===== config.mk =====
export PLATFORM = sky130hd
export DESIGN_NAME = prc_reset_pd_ctrl
export DESIGN_NICKNAME = d
export VERILOG_FILES = /design/src/design/prc_pkg.sv /design/src/design/prc_reset_pd_ctrl.sv /design/src/design/prc_timer.sv
export SDC_FILE = /design/constraint.sdc
export NUM_CORES = 1
export LEC_CHECK = 0
export BUFFER_PORTS_ARGS = -buffer_cell sky130_fd_sc_hd__clkbuf_2
export CORE_MARGIN = 2
export CORE_UTILIZATION = 50
export DETAILED_ROUTE_END_ITERATION = 8
export GPL_ROUTABILITY_DRIVEN = 0
export PLACE_DENSITY = 0.71
export SETUP_SLACK_MARGIN = 0.15
export SLEW_MARGIN = 20
export SYNTH_ARGS = -nofsm -noshare
export SYNTH_HDL_FRONTEND = slang
export SYNTH_SLANG_ARGS = --single-unit

===== constraint.sdc =====
create_clock -name core_clk -period 2.45 [get_ports core_clk]
set_input_delay 0.1225 -clock core_clk [delete_from_list [all_inputs] [get_ports core_clk]]
set_output_delay 0.1225 -clock core_clk [all_outputs]
set_load 0.05 [all_outputs]

===== src/design/prc_pkg.sv =====
// prc_pkg: shared constants and types for the phy reset and power-down
// controller; assumes a 50 MHz free-running core clock.
package prc_pkg;

    ////////////////////////////////////////////////////////////////////////
    // widths
    localparam int PRC_DW = 16;
    localparam int PRC_AW = 5;
    localparam int PRC_CW = 4;
    localparam int PRC_TW = 16;

    typedef logic [PRC_DW-1:0] prc_word_t;
    typedef logic [PRC_AW-1:0] prc_addr_t;
    typedef logic [PRC_TW-1:0] prc_count_t;

    ////////////////////////////////////////////////////////////////////////
    // register offsets (register index on the management port)
    localparam prc_addr_t PRC_REG_CTRL = 5'h00;
    localparam prc_addr_t PRC_REG_STAT = 5'h10;
    localparam prc_addr_t PRC_REG_EDCS = 5'h11;
    localparam prc_addr_t PRC_REG_FLAG = 5'h1d;
    localparam prc_addr_t PRC_REG_MASK = 5'h1e;
    localparam prc_addr_t PRC_REG_KEEP = 5'h1f;

    // field positions
    localparam int PRC_CTRL_SRST_BIT = 15;
    localparam int PRC_CTRL_PD_BIT = 11;
    localparam int PRC_EDCS_EDPD_BIT = 13;
    localparam int PRC_EDCS_ENERGY_BIT = 1;
    localparam int PRC_EVT_ENERGY_BIT = 7;
    localparam int PRC_STAT_STRAP_BIT = 0;
    localparam int PRC_STAT_CFG_LSB = 1;
    localparam int PRC_STAT_PD_BIT = 5;
    localparam int PRC_STAT_EDPD_BIT = 6;
    localparam int PRC_STAT_HWPD_BIT = 7;

    // reset values
    localparam prc_word_t PRC_CTRL_RST = 16'h0000;
    localparam prc_word_t PRC_KEEP_RST = 16'h0000;
    localparam prc_word_t PRC_ZERO = 16'h0000;
    localparam logic PRC_ENERGY_RST = 1'h1;

    ////////////////////////////////////////////////////////////////////////
    // timing
    localparam int PRC_CLK_PERIOD_NS = 20;
    localparam int PRC_SRST_TIME_NS = 256000;
    localparam int PRC_PDX_TIME_NS = 256000;
    // least times, so round up
    localparam int PRC_SRST_CYCLES =
        (PRC_SRST_TIME_NS + PRC_CLK_PERIOD_NS - 1) / PRC_CLK_PERIOD_NS;
    localparam int PRC_PDX_CYCLES =
        (PRC_PDX_TIME_NS + PRC_CLK_PERIOD_NS - 1) / PRC_CLK_PERIOD_NS;

    ////////////////////////////////////////////////////////////////////////
    // types
    typedef enum logic [2:0] {
        ST_HWRST, ST_RUN, ST_SOFTRST, ST_PD, ST_EDPD, ST_PDRST
    } prc_state_t;

    typedef struct packed {
        logic wr;
        logic rd;
        prc_addr_t addr;
        prc_word_t wdata;
    } prc_bus_req_t;

    typedef struct packed {
        logic core_reset_n;
        logic core_power_en;
        logic pll_en;
        logic tx_en;
        logic squelch_en;
    } prc_pwr_t;

endpackage


===== src/design/prc_reset_pd_ctrl.sv =====
// prc_reset_pd_ctrl: reset sources and power-down modes of the phy core.
// assumes all pins synchronous to core_clk, management port single cycle.
//
// Summary of operation
// - hardware reset pin low holds the device in hardware reset.
// - leaving hardware reset restores register defaults and relatches straps.
// - soft reset bit starts reset, clears itself about 256 us later.
// - soft reset clears logic except bits marked exempt from soft reset.
// - after soft reset configuration comes from registers, straps not resampled.
// - leaving any power-down gives a power-down reset; registers kept.
// - power-down reset never relatches straps or configuration pins.
// - power-down reset held 256 us after exit for pll settling.
// - power down bit set keeps everything but management powered down.
// - clearing power down bit powers up with a power-down reset.
// - energy-detect sleep transmits nothing, only squelch and detect stay on.
// - line energy sets status bit, wakes, restores, stays on with energy.
// - energy mask set asserts interrupt on an energy wake-up.
// - first one or two packets on an energy wake-up may be lost.
// - hardware power-down pin keeps all but management powered down.
// - latched pll strap decides pll shutdown in hardware power-down.
// - power-down pin held through hardware reset wakes into power-down.
// - strap low shuts pll off in power-down, strap high keeps it in pin power-down only.
// - straps captured just after hardware reset release, used as defaults.
`timescale 1ns/10ps
module prc_reset_pd_ctrl #(
    parameter int SRST_CYCLES = prc_pkg::PRC_SRST_CYCLES,
    parameter int PDX_CYCLES = prc_pkg::PRC_PDX_CYCLES
) (
    input wire logic core_clk,
    input wire logic rst_n,
    input wire logic hw_reset_in_n,
    input wire logic hw_powerdown_pin,
    input wire logic hw_pd_pll_select_strap,
    input wire logic [prc_pkg::PRC_CW-1:0] cfg_pins,
    input wire logic line_energy_in,
    input wire prc_pkg::prc_bus_req_t bus_req,
    output prc_pkg::prc_word_t rd_data,
    output prc_pkg::prc_pwr_t pwr,
    output logic strap_latched,
    output logic [prc_pkg::PRC_CW-1:0] cfg_latched,
    output logic irq_n
);
    import prc_pkg::*;

    typedef struct packed {
        prc_state_t state;
        prc_word_t ctrl;
        logic edpd_en;
        logic energy;
        logic energy_flag;
        logic energy_mask;
        prc_word_t keep;
        logic strap;
        logic [PRC_CW-1:0] cfg;
        logic sr_go;
        logic px_go;
        prc_word_t rd_data;
        prc_pwr_t pwr;
        logic irq_n;
    } prc_core_t;

    prc_core_t core_reg;
    prc_core_t core_next;

    logic sr_busy;
    logic sr_done;
    logic px_busy;
    logic px_done;

    ////////////////////////////////////////////////////////////////////////
    // reset duration timers on the free-running clock
    // free-running timing
    prc_timer #(
        .CYCLES(SRST_CYCLES)
    ) u_srst_timer (
        .core_clk(core_clk),
        .rst_n(rst_n),
        .start(core_reg.sr_go),
        .busy(sr_busy),
        .done(sr_done)
    );

    prc_timer #(
        .CYCLES(PDX_CYCLES)
    ) u_pdx_timer (
        .core_clk(core_clk),
        .rst_n(rst_n),
        .start(core_reg.px_go),
        .busy(px_busy),
        .done(px_done)
    );

    ////////////////////////////////////////////////////////////////////////
    // next-state logic
    always_comb begin
        core_next = core_reg;
        core_next.sr_go = 1'b0;
        core_next.px_go = 1'b0;
        core_next.rd_data = PRC_ZERO;
        core_next.energy = line_energy_in;
        if (!hw_reset_in_n) begin
            core_next.state = ST_HWRST;
            core_next.ctrl = PRC_CTRL_RST;
            core_next.edpd_en = 1'b0;
            core_next.energy = PRC_ENERGY_RST;
            core_next.energy_flag = 1'b0;
            core_next.energy_mask = 1'b0;
            core_next.keep = PRC_KEEP_RST;
        end else begin
            // register writes
            if (bus_req.wr) begin
                case (bus_req.addr)
                    PRC_REG_CTRL: core_next.ctrl = bus_req.wdata;
                    PRC_REG_EDCS: begin
                        core_next.edpd_en = bus_req.wdata[PRC_EDCS_EDPD_BIT];
                    end
                    PRC_REG_MASK: begin
                        core_next.energy_mask =
                            bus_req.wdata[PRC_EVT_ENERGY_BIT];
                    end
                    PRC_REG_KEEP: core_next.keep = bus_req.wdata;
                    default: ;
                endcase
            end
            // register reads, flag register clears on read
            if (bus_req.rd) begin
                case (bus_req.addr)
                    PRC_REG_CTRL: core_next.rd_data = core_reg.ctrl;
                    PRC_REG_STAT: begin
                        core_next.rd_data[PRC_STAT_STRAP_BIT] = core_reg.strap;
                        core_next.rd_data[PRC_STAT_CFG_LSB +: PRC_CW] =
                            core_reg.cfg;
                        core_next.rd_data[PRC_STAT_PD_BIT] =
                            (core_reg.state == ST_PD);
                        core_next.rd_data[PRC_STAT_EDPD_BIT] =
                            (core_reg.state == ST_EDPD);
                        core_next.rd_data[PRC_STAT_HWPD_BIT] =
                            hw_powerdown_pin;
                    end
                    PRC_REG_EDCS: begin
                        core_next.rd_data[PRC_EDCS_EDPD_BIT] =
                            core_reg.edpd_en;
                        core_next.rd_data[PRC_EDCS_ENERGY_BIT] =
                            core_reg.energy;
                    end
                    PRC_REG_FLAG: begin
                        core_next.rd_data[PRC_EVT_ENERGY_BIT] =
                            core_reg.energy_flag;
                        core_next.energy_flag = 1'b0;
                    end
                    PRC_REG_MASK: begin
                        core_next.rd_data[PRC_EVT_ENERGY_BIT] =
                            core_reg.energy_mask;
                    end
                    PRC_REG_KEEP: core_next.rd_data = core_reg.keep;
                    default: core_next.rd_data = PRC_ZERO;
                endcase
            end
            // sequencer
            case (core_reg.state)
                ST_HWRST: begin
                    core_next.strap = hw_pd_pll_select_strap;
                    core_next.cfg = cfg_pins;
                    if (hw_powerdown_pin) begin
                        core_next.state = ST_PD;
                        core_next.ctrl[PRC_CTRL_PD_BIT] = 1'b1;
                    end else begin
                        core_next.state = ST_RUN;
                    end
                end
                ST_RUN: begin
                    if (core_reg.ctrl[PRC_CTRL_SRST_BIT]) begin
                        core_next.state = ST_SOFTRST;
                        core_next.sr_go = 1'b1;
                        core_next.ctrl = PRC_CTRL_RST;
                        core_next.ctrl[PRC_CTRL_SRST_BIT] = 1'b1;
                        core_next.edpd_en = 1'b0;
                        core_next.energy_flag = 1'b0;
                        core_next.energy_mask = 1'b0;
                    end else if (core_reg.ctrl[PRC_CTRL_PD_BIT] ||
                                 hw_powerdown_pin) begin
                        core_next.state = ST_PD;
                        core_next.ctrl[PRC_CTRL_PD_BIT] = 1'b1;
                    end else if (core_reg.edpd_en && !line_energy_in) begin
                        core_next.state = ST_EDPD;
                    end
                end
                ST_SOFTRST: begin
                    core_next.ctrl[PRC_CTRL_SRST_BIT] = 1'b1;
                    if (sr_done) begin
                        core_next.ctrl[PRC_CTRL_SRST_BIT] = 1'b0;
                        core_next.state = ST_RUN;
                    end
                end
                ST_PD: begin
                    if (hw_powerdown_pin) begin
                        core_next.ctrl[PRC_CTRL_PD_BIT] = 1'b1;
                    end else if (!core_next.ctrl[PRC_CTRL_PD_BIT]) begin
                        core_next.state = ST_PDRST;
                        core_next.px_go = 1'b1;
                    end
                end
                ST_EDPD: begin
                    if (core_reg.ctrl[PRC_CTRL_PD_BIT] || hw_powerdown_pin) begin
                        core_next.state = ST_PD;
                        core_next.ctrl[PRC_CTRL_PD_BIT] = 1'b1;
                    end else if (line_energy_in || !core_reg.edpd_en) begin
                        core_next.state = ST_PDRST;
                        core_next.px_go = 1'b1;
                        // set wins over a clear on read
                        if (line_energy_in) begin
                            core_next.energy_flag = 1'b1;
                        end
                    end
                end
                ST_PDRST: begin
                    if (px_done) begin
                        core_next.state = ST_RUN;
                    end
                end
                default: core_next.state = ST_HWRST;
            endcase
        end
        // power controls from the coming state
        // nothing sent while asleep
        core_next.pwr.tx_en = (core_next.state == ST_RUN);
        core_next.pwr.core_reset_n = (core_next.state == ST_RUN) ||
            (core_next.state == ST_PD) || (core_next.state == ST_EDPD);
        core_next.pwr.core_power_en = (core_next.state != ST_PD) &&
            (core_next.state != ST_EDPD);
        core_next.pwr.squelch_en = (core_next.state != ST_PD);
        // pll follows latched strap in hardware power-down
        // strap low shuts the pll off
        core_next.pwr.pll_en = core_next.pwr.core_power_en ||
            ((core_next.state == ST_PD) && hw_powerdown_pin &&
             core_next.strap);
        core_next.irq_n = !(core_next.energy_flag && core_next.energy_mask);
    end

    ////////////////////////////////////////////////////////////////////////
    // state register
    always_ff @(posedge core_clk or negedge rst_n) begin
        if (!rst_n) begin
            core_reg <= '0;
            core_reg.state <= ST_HWRST;
            core_reg.energy <= PRC_ENERGY_RST;
            core_reg.irq_n <= 1'b1;
        end else begin
            core_reg <= core_next;
        end
    end

    // outputs straight from the state register
    assign rd_data = core_reg.rd_data;
    assign pwr = core_reg.pwr;
    assign strap_latched = core_reg.strap;
    assign cfg_latched = core_reg.cfg;
    assign irq_n = core_reg.irq_n;

    ////////////////////////////////////////////////////////////////////////
    // checks
    // hardware reset holds
    hw_reset_hold_a: assert property (
        @(posedge core_clk) disable iff (!rst_n)
        !hw_reset_in_n |=> (core_reg.state == ST_HWRST) &&
            !pwr.core_reset_n && (core_reg.ctrl == PRC_CTRL_RST))
        else $error("hardware reset not applied");

    strap_capture_a: assert property (
        @(posedge core_clk) disable iff (!rst_n)
        (core_reg.state == ST_HWRST) && hw_reset_in_n |=>
            strap_latched == $past(hw_pd_pll_select_strap))
        else $error("strap not captured at reset release");

    // straps stay through soft and power-down resets
    strap_hold_a: assert property (
        @(posedge core_clk) disable iff (!rst_n)
        (core_reg.state inside {ST_SOFTRST, ST_PDRST}) |=>
            $stable(strap_latched) && $stable(cfg_latched))
        else $error("strap relatched outside hardware reset");

    // bit clears when the timer ends
    srst_clear_a: assert property (
        @(posedge core_clk) disable iff (!rst_n)
        (core_reg.state == ST_SOFTRST) && sr_done && hw_reset_in_n |=>
            !core_reg.ctrl[PRC_CTRL_SRST_BIT] && (core_reg.state == ST_RUN))
        else $error("soft reset bit did not clear");

    keep_exempt_a: assert property (
        @(posedge core_clk) disable iff (!rst_n)
        (core_reg.state == ST_RUN) && core_reg.ctrl[PRC_CTRL_SRST_BIT] &&
            hw_reset_in_n && !bus_req.wr |=> $stable(core_reg.keep) &&
            core_reg.sr_go && !core_reg.energy_mask ##1 sr_busy)
        else $error("soft reset disturbed exempt bits");

    // leaving power-down goes through the extended reset
    pd_exit_rst_a: assert property (
        @(posedge core_clk) disable iff (!rst_n)
        (core_reg.state inside {ST_PD, ST_EDPD}) ##1
            !(core_reg.state inside {ST_PD, ST_EDPD, ST_HWRST}) |->
            (core_reg.state == ST_PDRST) ##1 px_busy)
        else $error("power-down exit without reset");

    pd_power_off_a: assert property (
        @(posedge core_clk) disable iff (!rst_n)
        (core_reg.state == ST_PD) |-> !pwr.core_power_en && !pwr.tx_en &&
            !pwr.squelch_en)
        else $error("core powered in power-down");

    edpd_quiet_a: assert property (
        @(posedge core_clk) disable iff (!rst_n)
        (core_reg.state == ST_EDPD) |-> !pwr.tx_en && pwr.squelch_en &&
            !pwr.pll_en)
        else $error("energy sleep not quiet");

    energy_irq_a: assert property (
        @(posedge core_clk) disable iff (!rst_n)
        (core_reg.state == ST_EDPD) && line_energy_in && hw_reset_in_n &&
            !hw_powerdown_pin && !core_reg.ctrl[PRC_CTRL_PD_BIT] &&
            core_reg.energy_mask && !bus_req.wr |=>
            core_reg.energy_flag && !irq_n)
        else $error("energy wake without interrupt");

    // strap low keeps the pll off in pin power-down
    pll_strap_a: assert property (
        @(posedge core_clk) disable iff (!rst_n)
        (core_reg.state == ST_PD) && $past(hw_powerdown_pin) &&
            !strap_latched |-> !pwr.pll_en)
        else $error("pll running against strap");

endmodule


===== src/design/prc_timer.sv =====
// prc_timer: one-shot down counter on the free-running core clock.
// assumes start is a single-cycle pulse; a start while busy restarts it.
`timescale 1ns/10ps
module prc_timer #(
    parameter int CYCLES = 16
) (
    input wire logic core_clk,
    input wire logic rst_n,
    input wire logic start,
    output logic busy,
    output logic done
);
    import prc_pkg::*;

    typedef struct packed {
        logic busy;
        prc_count_t cnt;
    } prc_tmr_state_t;

    localparam prc_count_t LOAD = prc_count_t'(CYCLES - 1);
    localparam prc_count_t ONE = 16'h0001;

    prc_tmr_state_t tmr_reg;
    prc_tmr_state_t tmr_next;

    ////////////////////////////////////////////////////////////////////////
    // count down from load, done in the last busy cycle
    always_comb begin
        tmr_next = tmr_reg;
        if (start) begin
            tmr_next.busy = 1'b1;
            tmr_next.cnt = LOAD;
        end else if (tmr_reg.busy) begin
            if (tmr_reg.cnt == '0) begin
                tmr_next.busy = 1'b0;
            end else begin
                tmr_next.cnt = tmr_reg.cnt - ONE;
            end
        end
    end

    always_ff @(posedge core_clk or negedge rst_n) begin
        if (!rst_n) begin
            tmr_reg <= '0;
        end else begin
            tmr_reg <= tmr_next;
        end
    end

    assign busy = tmr_reg.busy;
    assign done = tmr_reg.busy && (tmr_reg.cnt == '0) && !start;

endmodule


==> reports/qor_table.md <==
| Group | Parameter | Reported |
|:---|:---|:---|
| placed design | Post-place setup slack | 0.0456 ns |
| floorplanning | Die Height | 105 microns |
| timing | Final Hold Vio Count | 0 |
| global route | Wire length of the first global-routing pass | 19,300 microns |
| detailed routing | Drc violations | 0 |
| detailed routing | Pre-antenna DRT Iters | 6 |
| synth | Number of synthesis warnings | 0 |
| setup path | Required time of the critical path | 2.71 ns |
| pwr | Clock share of power | 0.227 |
| global route | Overall overflow remaining after global route | 0 |
| min path | Startpoint of the worst hold path | bus_req[15] |
| pwr | Sw frac | 0.348 |
| setup path | Maximum fanout encountered on the critical timing path | 5 |
| timing | RSZ-0062 raised after global routing | no |
| cts | Maximum count of clock buffers along a single path | 2 |
| detailed routing | Met1 Wirelength | 5320 microns |
| placed design | Half-perimeter wire length after detailed placement | 7580 microns |
| cts | Clock transition time at the flip-flop clock pins of the worst setup and hold paths | 0.09 ns |
| pwr | Design Power | 4.67 mW |
| floorplanning | Initial core utilization | 0.519 |
| finish | Max reg flops | 41 |
| cts | Clock sink count | 102 |
| flow run | Maxcap violations | 0 |
| floorplanning | Chip Width | 105 microns |
| timing | Worst slew slack as a fraction of its limit | 0.569 |
| finish | Register cell area after layout | 2560 sq um |
| synth | #FFs+latches synth | 102 |
| timing | Setup violations, final | 0 |
| cts | TritonCTS clock tree | built |
| timing | Upper clock frequency limit | 447 MHz |
| finish | Share of post-route cells with drive strength above 1 | 0.214 |
| timing | Worst-case setup margin in the final layout | 0.215 ns |
| min path | Path category of the worst min-delay check | primary input to flop |
| timing | Final number of max-transition violations | 0 |
| synth | Ranking of synthesized cells by area | sky130_fd_sc_hd__dfrtp_1 (49%), sky130_fd_sc_hd__nand2_1 (5.9%), sky130_fd_sc_hd__a21oi_1 (4.1%) |
| cts | Number of clock buffers inserted by TritonCTS | 9 |
| floorplanning | Core outline area | 9820 sq um |
| synth | Count of flip-flops with a built-in enable after synthesis | 0 |
| finish | # fillers | 862 |
| setup path | Setup slack of the most critical reg-to-reg path | 0.22 ns |
| min path | Hold Path Stages | 3 |
| synth | Post-synthesis area per instance | 9.52 sq um |
| finish | Multi-input gate area in the final layout | 2260 sq um |
| detailed routing | Met3 WL | 538 microns |
| pwr | Part of the power in combinational logic | 0.291 |
| synth | Fraction of registers with async set/reset | 1.00 |
| finish | Antenna Diode Count | 0 |
| synth | Cell taking the most area after synthesis | sky130_fd_sc_hd__dfrtp_1 |
| floorplanning | Number of placed I/O pins | 60 |
| synth | Top_reg_cell synth | sky130_fd_sc_hd__dfrtp_1 |
| placed design | Placed Cells | 692 |
| synth | Yosys top cell area share | 0.491 |
| detailed routing | Metal2 WL | 5380 microns |
| detailed routing | Routed Antenna Nets | 0 |
| detailed routing | Initial DRC count | 246 |
| detailed routing | DR top layer | met4 |
| pwr | Register share of total power | 0.483 |
| synth | Sequential-to-total area share from yosys stat | 0.501 |
| run status | Result of the run | finished, final reports clean |
| setup path | Type of the worst setup path | flop to flop |
| setup path | Element type at the critical path end | flop |
| setup path | CP startpoint kind | flop |
| global route | Total global-route track usage | 0.218 |
| pwr | Internal power | 3.05 mW |
| floorplanning | Site row count | 36 |
| synth | Syn_nets | 573 |
| placed design | # port buffers | 59 |
| pwr | Pwr Density | 782 nW/um^2 |
| finish | Final design utilization | 0.608 |
| synth | Distinct cell type count of the synthesized netlist | 56 |
| pwr | Maximum resistive drop on vdd | 0.317 mV |
| global route | Initial antenna violation count | 0 |
| timing | Measured slew at the worst slew-check pin | 0.646 ns |
| global route | Number of global-route vias before repair | 3,966 |
| finish | Most frequent cells in the layout | sky130_fd_sc_hd__dfrtp_1 (99), sky130_fd_sc_hd__nand2_1 (80), sky130_fd_sc_hd__clkbuf_2 (58) |
| floorplanning | Die Footprint | 11,000 sq um |
| timing | Final critical-path required period | 2.23 ns |
| detailed routing | Final wirelength | 11,400 microns |
| detailed routing | Routed wire per std cell | 15.4 microns |
| min path | Worst hold endpoint | core_reg[44]$_DFFE_PN0P_ |
| synth | Area of the mapped netlist | 5100 sq um |
| finish | Number of nets in the layout | 640 |
| synth | Syn Inst Count | 536 |
| cts | Root Driver | sky130_fd_sc_hd__clkbuf_8 |
| timing | Period utilization | 0.912 |
| finish | Area added between synthesis and finish | 17.1% |
| timing | Skew final | 0.0121 ns |
| cts | Source-to-sink clock delay at the later pin of the worst-skew pair | 0.37 ns |
| detailed routing | Average via count per standard cell | 5.49 |
| cts | Max H-tree Level | 3 |
| pwr | Switch Pwr | 1.63 mW |
| setup path | R2R depth | 5 |
| timing | Setup TNS | 0 ns |
| global route | Largest net degree at the start of global routing | 71 |
| pwr | Leakage power | 2.58 nW |
| setup path | Critical R2R Launch | u_pdx_timer.tmr_reg[3]$_DFFE_PN0P_ |
| setup path | WP data arrival | 2.50 ns |
| setup path | Capturing point of the worst reg2reg path | pwr[4]$_DFF_PN0_ |
| finish | Most common cell after layout, fill and taps aside | sky130_fd_sc_hd__dfrtp_1 |
| detailed routing | Overall via count from detail_route | 4,066 |
| finish | Filler-free cell count of the finished design | 740 |
==> what timing repair did <==
| action | CTS | global route |
|---|---|---|
| pin swaps | 3 | 3 |
| gates resized for setup | 2 | 8 |
| buffers inserted | 6 | 4 |
| hold endpoints to repair | 66 | 0 |
| setup endpoints to repair | 17 | 20 |
| hold buffers | 23 | 0 |
==> critical path, stage by stage (launching register included) <==
cell                      delay, ns
sky130_fd_sc_hd__dfrtp_2       0.42
sky130_fd_sc_hd__or4_4         0.56
sky130_fd_sc_hd__or4_4         0.54
sky130_fd_sc_hd__o21ai_4       0.16
sky130_fd_sc_hd__a31oi_4       0.13
sky130_fd_sc_hd__mux2_4        0.31
==> metal layers <==
layer  GRT usage  up-vias
met5           0        -
met4      0.0743        0
met3      0.0393       11
met2       0.343      107
met1       0.305     1976
li1            -     1972
==> final cells by class <==
class / count / area share
clock buffer: 12 / 0.0243
clock inverter: 3 / 0.00775
inverter: 12 / 0.00754
multi-input combinational: 368 / 0.378
sequential: 102 / 0.428
tap: 133 / 0.0279
timing repair buffer: 110 / 0.126
==> stage by stage <==
step | hold slack (ns) | instance area, sq um
5_1_grt | 0.0531 | 5970
4_1_cts | 0.0145 | 5900
6_report | 0.0323 | 5970
3_3_place_gp | 0.0871 | 5430
3_5_place_dp | 0.0946 | 5430
2_1_floorplan | -0.173 | 5130
==> cell families (layout without fill, tap and decap cells) <==
family          after synthesis  after routing  share of synthesized area
fa+ha+maj                     4              4                    0.00981
compound gates               92             92                      0.117
buf+inv                      66            137                     0.0689
simple gates                231            231                      0.224
mux                          18             18                     0.0397
xor+xnor                     23             23                     0.0395
flops                       102            102                      0.501
==> how the worst max path moves through the flow <==
stage / from / slack, ns / endpoint
floorplan: u_pdx_timer.tmr_reg[0]$_DFFE_PN0P_ / 0.18 / u_pdx_timer.tmr_reg[15]$_DFFE_PN0P_
global placement: u_pdx_timer.tmr_reg[0]$_DFFE_PN0P_ / 0.09 / u_pdx_timer.tmr_reg[15]$_DFFE_PN0P_
detailed placement: u_pdx_timer.tmr_reg[1]$_DFFE_PN0P_ / 0.05 / u_pdx_timer.tmr_reg[15]$_DFFE_PN0P_
CTS: u_pdx_timer.tmr_reg[0]$_DFFE_PN0P_ / 0.16 / u_pdx_timer.tmr_reg[15]$_DFFE_PN0P_
global route: u_pdx_timer.tmr_reg[3]$_DFFE_PN0P_ / 0.16 / u_pdx_timer.tmr_reg[15]$_DFFE_PN0P_
finish: u_pdx_timer.tmr_reg[3]$_DFFE_PN0P_ / 0.22 / pwr[4]$_DFF_PN0_
==> synth_stat cells (all sizes together), types with 12 or more instances <==
library cell  instances
dfrtp               100
nand2                80
nor2                 51
a21oi                42
buf                  28
clkbuf               26
nand2b               22
xor2                 21
nor3                 16
a22oi                13
nand4                13
inv                  12
mux2                 12
==> power groups by stage <==
stage | clock network [mW] | logic (mW) | registers (mW)
floorplan | 0 | 0.945 | 2.22
global placement | 0 | 1.11 | 2.29
detailed placement | 0 | 1.16 | 2.30
CTS | 1.09 | 1.27 | 2.25
global route | 1.15 | 1.51 | 2.30
finish | 1.06 | 1.36 | 2.25
No activity file was read; power rests on OpenSTA's default activity.
